===== src/include/cpr_pkg.sv =====
// cpr_pkg: constants and carrier types for the core pointer registers
// assumes an 8-bit special-function register space reached by direct address
package cpr_pkg;
	// special-function addresses
	localparam logic [7:0] CPR_ADDR_STACK_POINTER = 8'h81;
	localparam logic [7:0] CPR_ADDR_DATA_POINTER_LOW = 8'h82;
	// no offset is printed for the high byte; next slot chosen
	localparam logic [7:0] CPR_ADDR_DATA_POINTER_HIGH = 8'h83;
	// reset values
	localparam logic [7:0] CPR_RST_STACK_POINTER = 8'h07;
	localparam logic [7:0] CPR_RST_DATA_POINTER_LOW = 8'h00;
	localparam logic [7:0] CPR_RST_DATA_POINTER_HIGH = 8'h00;
	localparam logic [7:0] CPR_READ_UNMAPPED = 8'h00;
	localparam logic [7:0] CPR_STEP = 8'h01;
	localparam int CPR_STACK_DEPTH = 256;

	// special-function register access from the core
	typedef struct packed {
		logic rd;
		logic wr;
		logic [7:0] addr;
		logic [7:0] wdata;
	} cpr_sfr_req_s;

	// stack operation request
	typedef struct packed {
		logic push;
		logic pop;
		logic [7:0] data;
	} cpr_stack_req_s;

	// module state
	typedef struct packed {
		logic [7:0] stack_pointer;
		logic [7:0] data_pointer_low;
		logic [7:0] data_pointer_high;
		logic [7:0] sfr_rdata;
		logic pop_valid;
	} cpr_state_s;
endpackage : cpr_pkg


===== src/rtl/cpr_stack_ram.sv =====
// cpr_stack_ram: internal data memory holding the stack
// single clock; one write and one registered read per cycle
`timescale 1ns/1ps
`default_nettype none
module cpr_stack_ram
	import cpr_pkg::*;
#(
	parameter int DEPTH = CPR_STACK_DEPTH,
	parameter int AW = 8
)
(
	// clock
	input wire logic clk,
	// write side
	input wire logic we,
	input wire logic [AW-1:0] waddr,
	input wire logic [7:0] wdata,
	// read side
	input wire logic re,
	input wire logic [AW-1:0] raddr,
	output logic [7:0] rdata
);
	logic [7:0] mem [DEPTH];

	// no reset on the array; contents are undefined until written
	always_ff @(posedge clk)
	begin
		if (we)
		begin
			mem[waddr] <= wdata;
		end
		if (re)
		begin
			rdata <= mem[raddr];
		end
	end
endmodule : cpr_stack_ram
`default_nettype wire


===== src/rtl/cpr_core_pointers.sv =====
// cpr_core_pointers: data pointer and stack pointer of the core
// assumes core issues single-cycle sfr, stack and external-move strobes
// Summary of operation
// - low pointer byte at 0x82, reset zero
// - high pointer byte, reset zero, forms word
// - stack pointer names top of stack
// - push increments pointer, then writes byte
// - stack pointer at 0x81, resets to 0x07
// - stack spans full 256-byte memory
// - external move drives full pointer word
`timescale 1ns/1ps
`default_nettype none
module cpr_core_pointers
	import cpr_pkg::*;
(
	// clock and reset
	input wire logic clk,
	input wire logic rst,
	// special-function register access
	input wire cpr_sfr_req_s sfr_req,
	output logic [7:0] sfr_rdata,
	output logic sfr_hit,
	// stack operations
	input wire cpr_stack_req_s stack_req,
	output logic [7:0] pop_data,
	output logic pop_valid,
	// external data move
	input wire logic external_data_move,
	output logic [15:0] data_pointer_word,
	output logic [15:0] ext_addr,
	output logic ext_addr_valid,
	// pointer visibility
	output logic [7:0] stack_pointer
);
	cpr_state_s state_r;
	cpr_state_s state_nxt;
	logic push_go;
	logic pop_go;
	logic [7:0] stack_pointer_inc;

	// push wins if both arrive together, pops are dropped then
	assign push_go = stack_req.push;
	assign pop_go = stack_req.pop && !stack_req.push;
	assign stack_pointer_inc = state_r.stack_pointer + CPR_STEP;

	// eight-bit pointer wraps over whole memory
	cpr_stack_ram #(
		.DEPTH(CPR_STACK_DEPTH),
		.AW(8)
	) u_ram (
		.clk(clk),
		.we(push_go),
		.waddr(stack_pointer_inc),
		.wdata(stack_req.data),
		.re(pop_go),
		.raddr(state_r.stack_pointer),
		.rdata(pop_data)
	);

	always_comb
	begin
		state_nxt = state_r;
		state_nxt.pop_valid = pop_go;
		state_nxt.sfr_rdata = CPR_READ_UNMAPPED;
		if (sfr_req.rd)
		begin
			case (sfr_req.addr)
				CPR_ADDR_STACK_POINTER: state_nxt.sfr_rdata = state_r.stack_pointer;
				CPR_ADDR_DATA_POINTER_LOW: state_nxt.sfr_rdata = state_r.data_pointer_low;
				CPR_ADDR_DATA_POINTER_HIGH: state_nxt.sfr_rdata = state_r.data_pointer_high;
				default: state_nxt.sfr_rdata = CPR_READ_UNMAPPED;
			endcase
		end
		if (sfr_req.wr)
		begin
			case (sfr_req.addr)
				CPR_ADDR_STACK_POINTER: state_nxt.stack_pointer = sfr_req.wdata;
				CPR_ADDR_DATA_POINTER_LOW: state_nxt.data_pointer_low = sfr_req.wdata;
				CPR_ADDR_DATA_POINTER_HIGH: state_nxt.data_pointer_high = sfr_req.wdata;
				default: state_nxt.data_pointer_low = state_r.data_pointer_low;
			endcase
		end
		// stack motion overrides a same-cycle pointer write
		if (push_go)
		begin
			state_nxt.stack_pointer = stack_pointer_inc;
		end
		else if (pop_go)
		begin
			state_nxt.stack_pointer = state_r.stack_pointer - CPR_STEP;
		end
	end

	always_ff @(posedge clk or posedge rst)
	begin
		if (rst)
		begin
			state_r.stack_pointer <= CPR_RST_STACK_POINTER;
			state_r.data_pointer_low <= CPR_RST_DATA_POINTER_LOW;
			state_r.data_pointer_high <= CPR_RST_DATA_POINTER_HIGH;
			state_r.sfr_rdata <= CPR_READ_UNMAPPED;
			state_r.pop_valid <= 1'b0;
		end
		else
		begin
			state_r <= state_nxt;
		end
	end

	assign sfr_hit = (sfr_req.addr == CPR_ADDR_STACK_POINTER)
		|| (sfr_req.addr == CPR_ADDR_DATA_POINTER_LOW)
		|| (sfr_req.addr == CPR_ADDR_DATA_POINTER_HIGH);
	assign sfr_rdata = state_r.sfr_rdata;
	assign pop_valid = state_r.pop_valid;
	assign stack_pointer = state_r.stack_pointer;
	assign data_pointer_word = {state_r.data_pointer_high, state_r.data_pointer_low};
	assign ext_addr = data_pointer_word;
	assign ext_addr_valid = external_data_move;
endmodule : cpr_core_pointers
`default_nettype wire


===== config.mk =====
export PLATFORM = sky130hd
export DESIGN_NAME = cpr_core_pointers
export DESIGN_NICKNAME = d
export VERILOG_FILES = /design/src/include/cpr_pkg.sv /design/src/rtl/cpr_stack_ram.sv /design/src/rtl/cpr_core_pointers.sv
export SDC_FILE = /design/constraint.sdc
export NUM_CORES = 2
export LEC_CHECK = 0
export BUFFER_PORTS_ARGS = -buffer_cell sky130_fd_sc_hd__buf_2
export CAP_MARGIN = 30
export CORE_ASPECT_RATIO = 2
export CORE_MARGIN = 2
export CORE_UTILIZATION = 45
export CTS_CLUSTER_DIAMETER = 80
export DETAILED_ROUTE_END_ITERATION = 10
export GPL_TIMING_DRIVEN = 0
export PLACE_DENSITY_LB_ADDON = 0.3
export SLEW_MARGIN = 30
export SYNTH_ARGS = -nofsm -noshare
export SYNTH_HDL_FRONTEND = slang
export SYNTH_SLANG_ARGS = --single-unit
export TNS_END_PERCENT = 20

===== constraint.sdc =====
create_clock -name clk -period 3.5 [get_ports clk]
set_input_delay 0.35 -clock clk [delete_from_list [all_inputs] [get_ports clk]]
set_output_delay 0.35 -clock clk [all_outputs]
set_load 0.005 [all_outputs]

Word-level counts from Yosys, hierarchy flattened

Memories as Yosys holds them, arrays and structs flattened. A register that Yosys moved wholly into a read port is not among the register bits.
Cells that the tools add are included.
W data, S select, Z words.

Bits in registers: 33
Bits of input ports: 31
RAM bits: 2048
Output and inout bits: 59
Word-level logic and storage cells: 30
Memories kept: 1

Memories:

| memory    | depth | bits a word | rd ports | clocked after Yosys merged registers in | wr ports | line                | RTL |
|---|---|---|---|---|---|---|---|
| u_ram.mem | 256   | 8           | 1        | 1                                       | 1        | cpr_stack_ram.sv:23 | `logic [7:0] mem [DEPTH];` |

Mux-type cells: 10
Add/subtract/negate cells: 2
Equal/unequal tests: 3
Reduce and logical (&&, ||, !) cells: 9

Operators with widths:

| operator              | number |
|---|---|
| $mux W8               | 6 |
| $eq A8 B8 Y1 const B  | 3 |
| $mux W24              | 1 |
| $pmux W8 S3           | 1 |
| $add A8 B1 Y8 const B | 1 |
| $sub A8 B1 Y8 const B | 1 |
| $reduce_and A2 Y1     | 3 |
| $reduce_bool A3 Y1    | 2 |
| $logic_or A1 B1 Y1    | 2 |
| $mux W1               | 2 |
| $logic_and A1 B1 Y1   | 1 |
| $logic_not A1 Y1      | 1 |

Depth between registers and ports, before layout

Word-level depth: 5
Mapped depth: 14
Depth with buffers taken out: 8

Modules after synthesis

Synthesis repeated with hierarchy kept, for this count alone.

Cell total of the unflattened synthesis: 3919
Area, all modules: 81604.5 µm²

By module, submodules not included:

| module            | times used | seq. area each (µm²) | area each (µm²) | cells an instance |
|---|---|---|---|---|
| cpr_stack_ram     | 1          | 61739.2              | 79636.4         | 3733 |
| cpr_core_pointers | 1          | 829.5                | 1968.1          | 186 |

Worst setup path after synthesis

OpenSTA, ideal clock, no wires.

Kind: reg-to-reg
Start: register stack_pointer[0] (netlist name)
End: memory u_ram.mem[86][0] (enable)
Data required time: 3.130 ns
Cell stages (with the launch flop): 11
Slack: 0.655 ns
Arrival time: 2.475 ns
Period minus slack after synthesis: 2.845 ns
Buffers on the path: 3
Setup time: 0.370 ns
Cells stage by stage: dfstp_2 -> ha_1 -> and3_1 -> clkbuf_1 -> nand2_1 -> xnor2_1 -> and2_1 -> nand2b_1 -> clkbuf_1 -> clkbuf_1 -> nor2_1

Cells in the longest elaborated chain, start to end: 1

RTL lines:

| item             | line                    | RTL |
|---|---|---|
| $add A8 B1 Y8    | cpr_core_pointers.sv:44 | `assign stack_pointer_inc = state_r.stack_pointer + CPR_STEP;` |
| end: declaration | cpr_stack_ram.sv:23     |  |

No other way between the ends.

==> run_results.csv <==
group,metric,value,unit
floorplanning,die-area,186000,um2
sta,worst_pin_slew,1.27,ns
sta,hold_viol,0,
synthesis,synth_edf_count,2056,
sta,setup_viol,877,
sta,clock_skew,0.0470,ns
finish,postLayoutCoreUtil,0.559,
routing,first_iter_violations,8900,
synthesis,yosysMostFrequentCell,"edfxtp_1",
worst_setup_path,cp.arrival,4.66,ns
power,switching_share,0.373,
run_status,violations,"negative setup slack",
floorplanning,num_rows,221,
clocking,cts.sinks,2089,
clocking,clkTransAtPathRegs,0.07,ns
global_route,grt_pass1_wl,469000,um
worst_setup_path,critPathLaunchType,"flop",
synthesis,syn_inst,3971,
sta,final_max_slew_viol_count,0,
clocking,cts_tree,"done",
synthesis,synth.avg_cell_area,20.7,um2
clocking,h-tree-depth,4,
hold_path,min_from,"sfr_req[14]",
clocking,clock_latency,0.89,ns
sta,worst_slack,-0.442,ns
synthesis,yosysWarningCount,0,
worst_setup_path,crit_top_cell,"clkbuf_2",
worst_setup_path,worstPathRequired,4.22,ns
sta,fin_crit_sh,1.13,
global_route,grt_pass1_vias,47200,
job,maxCapViolations,0,
synthesis,ys_seq_area_frac,0.762,
synthesis,ys_async_sr_fraction,0.0158,
synthesis,synth_xor_area_frac,0.000854,
worst_setup_path,critPathKind,"reg2reg",
worst_setup_path,worstPathCellList,"buf_4 -> nor2b_1 -> clkbuf_2 -> buf_6 -> clkbuf_2 -> buf_16 -> a22oi_1 -> nand3_2 -> nand4_1 -> o2111ai_4 -> o311a_4",
sta,rsz0062_at_grt,"true",
floorplanning,start_util,0.453,
power,p_comb_frac,0.369,
floorplanning,fp.dieW,306,um
worst_setup_path,cpPeakStageDelay,0.58,ns
power,seqPwrFrac,0.366,
clocking,clock_path_buffers,4,
synthesis,yosys.area.top_type_share,0.752,
sta,fmax,0.254,GHz
routing,ant_nets,0,
finish,fill_cells,13300,
routing,viasPerCell,7.05,
floorplanning,fp.dieH,608,um
synthesis,synth_top_family_by_area,"multiplexers",
worst_setup_path,cp_max_fo,10,
place,io_buffers,87,
routing,drc,0,
run_status,status,"complete, but fails checks",
finish,nNetsFinal,4647,
place,place_inst,6455,
clocking,cts_buffers,178,
worst_setup_path,crit_slowest_cell,"dfrtp_2",
synthesis,synthMuxAreaShare,0.148,
power,p_clk_frac,0.265,
power,p_int,47.7,mW
floorplanning,num_io_pins,90,
routing,vias,50200,
worst_setup_path,cp.buffers_inverters,5,
routing,routed_wl,370000,um
floorplanning,core_area,181000,um2
hold_path,min_path_type,"in2reg",
routing,drt-pass1-iter-count,8,
global_route,grt_max_degree,115,
synthesis,yosys_most_used_dff,"edfxtp_1",
synthesis,synth_nets,4007,
synthesis,synth.distinct_cells,74,
synthesis,synth.area.top_cells,"edfxtp_1 75%, mux4_2 13%, nor2_1 1.5%, a22oi_1 1.1%, mux2i_1 1.1%",
worst_setup_path,startpoint,"stack_pointer[3]",
sta,slew_headroom,0.154,
synthesis,ys_top_cells_by_count,"2,056 x edfxtp_1, 484 x mux4_2, 326 x nor2_1, 134 x nand2_1, 119 x a22oi_1",
power,max-vdd-ir-drop,0.392,mV
sta,min_period,3.94,ns
finish,layout.cells.non_filler,7120,
worst_setup_path,cp_top_family,"buffers and inverters",
finish,area_growth,23.3,%
synthesis,synthAdderAreaFrac,0.000762,
place,place_congestion,1.08,
synthesis,synth-simple-area-share,0.0311,
synthesis,synth_area_leader_cell,"edfxtp_1",
routing,post_drt_wl_per_cell,52.0,um
power,power.density,752,nW/um2
power,power,76.1,mW
global_route,overflow,0,
worst_setup_path,regToRegStartpoint,"stack_pointer[3]",
clocking,clock-root-buffer,"clkbuf_16",
power,power_switching,28.4,mW
worst_setup_path,worstSetupEndpointType,"flop",
global_route,track_usage,0.397,
synthesis,ys_seq_elements,2089,
global_route,antenna_found_initial,38,
place,dp_hpwl,247000,um
synthesis,synth.cell_area,82100,um2
finish,layout-drive-gt1-share,0.405,
power,p_leak,32.1,nW
sta,holdWs,0.0264,ns
synthesis,synth_compound_area_frac,0.0342,
-- per-layer routing --
metal | track usage | share of wire | up-vias
li1 | - | - | 17800
met1 | 0.403 | 0.28 | 25800
met2 | 0.615 | 0.46 | 4855
met3 | 0.123 | 0.12 | 1728
met4 | 0.438 | 0.15 | 12
met5 | 0 | 0.00019 | -
-- sequential cells by signal, indices dropped and copies added (netlist names) --
register	cells
stack_pointer	8
sfr_rdata	8
pop_valid	1
u_ram.rdata	8
data_pointer_word	16
u_ram.mem	2048
-- cells by family after synthesis --
kind of cell               after synthesis
adders and majority gates                5
DFF                                   2089
muxes                                  599
xor gates and xnor gates                 8
AOI/OAI and AO/OA                      397
buffers and inverters                  275
and+or+nand+nor                        598
-- placed cells by master (no fill, tap or decap), types with 18 or more instances in the layout --
master,synthesis,layout
a21oi_1,65,53
a22oi_1,119,92
a22oi_2,0,27
buf_12,7,114
buf_16,0,108
buf_2,51,91
buf_4,63,266
buf_6,38,27
buf_8,14,32
clkbuf_1,76,40
clkbuf_16,0,185
clkbuf_2,1,22
clkinv_1,1,35
clkinv_2,0,30
dfrtp_1,30,29
diode_2,0,36
dlygate4sd3_1,0,20
edfxtp_1,2056,2056
mux2_2,23,23
mux2i_1,89,67
mux4_2,484,484
nand2_1,134,103
nand3_1,24,19
nand4_1,19,19
nor2_1,326,56
nor2_2,0,66
nor2_4,0,204
nor3_1,23,18
o21ai_0,53,43
-- tightest hold or removal path: cells and delay by family --
kind                   cells  cell delay [ns]
and+or+nand+nor            3             0.42
buffers and inverters      1             0.08
-- stage by stage --
stage	setup TNS, ns	cell area (um2)	setup WS [ns]
after CTS	-13.20	99000	-0.198
after detailed placement	-3679.66	87100	-2.55
after floorplan	0	82100	0.655
final	-37.09	101000	-0.442
after global placement	-7438.00	85400	-3.41
after global routing	-3.96	101000	-0.232
-- area by class of cell --
class,count,area [um2],area share
Antenna cell,36,90.1,0.000890
Sequential cell,2089,62600,0.619
Inverter,12,61.3,0.000606
Timing Repair Buffer,466,5370,0.0531
Clock buffer,211,4670,0.0462
Multi-Input combinational cell,1607,20700,0.205
Buffer,257,3820,0.0378
Clock inverter,101,938,0.00928
Tap cell,2341,2930,0.0290
-- worst paths after layout --
path	end	slack (ns)	depth (start not counted)
worst max register to register	u_ram.rdata[2]	-0.44	11
max in group asynchronous	stack_pointer[3]	2.81	3
worst max-delay path	u_ram.rdata[2]	-0.44	11
worst min register to register	data_pointer_word[0]	0.55	2
worst min-delay path	sfr_rdata[7]	0.03	4
min in group asynchronous	stack_pointer[6]	0.16	3
-- power groups by stage --
stage | Clock [mW] | Combinational [mW] | Sequential (mW)
2_1_floorplan | 0 | 8.65 | 28.3
3_5_place_dp | 0 | 21.1 | 28.4
3_3_place_gp | 0 | 20.4 | 28.5
4_1_cts | 20.0 | 24.8 | 27.9
6_report | 20.1 | 28.1 | 27.9
5_1_grt | 20.8 | 27.0 | 27.9
-- what timing repair did --
item | CTS | global route
endpoints found under the hold margin | 498 | 0
gates cloned | 0 | 1
pin swaps | 75 | 45
buffers inserted | 167 | 134
endpoints found under the setup margin | 2065 | 1245
gates resized for setup | 1008 | 148
hold buffers | 20 | 0
Note: power is estimated with default switching activity, not from simulation.
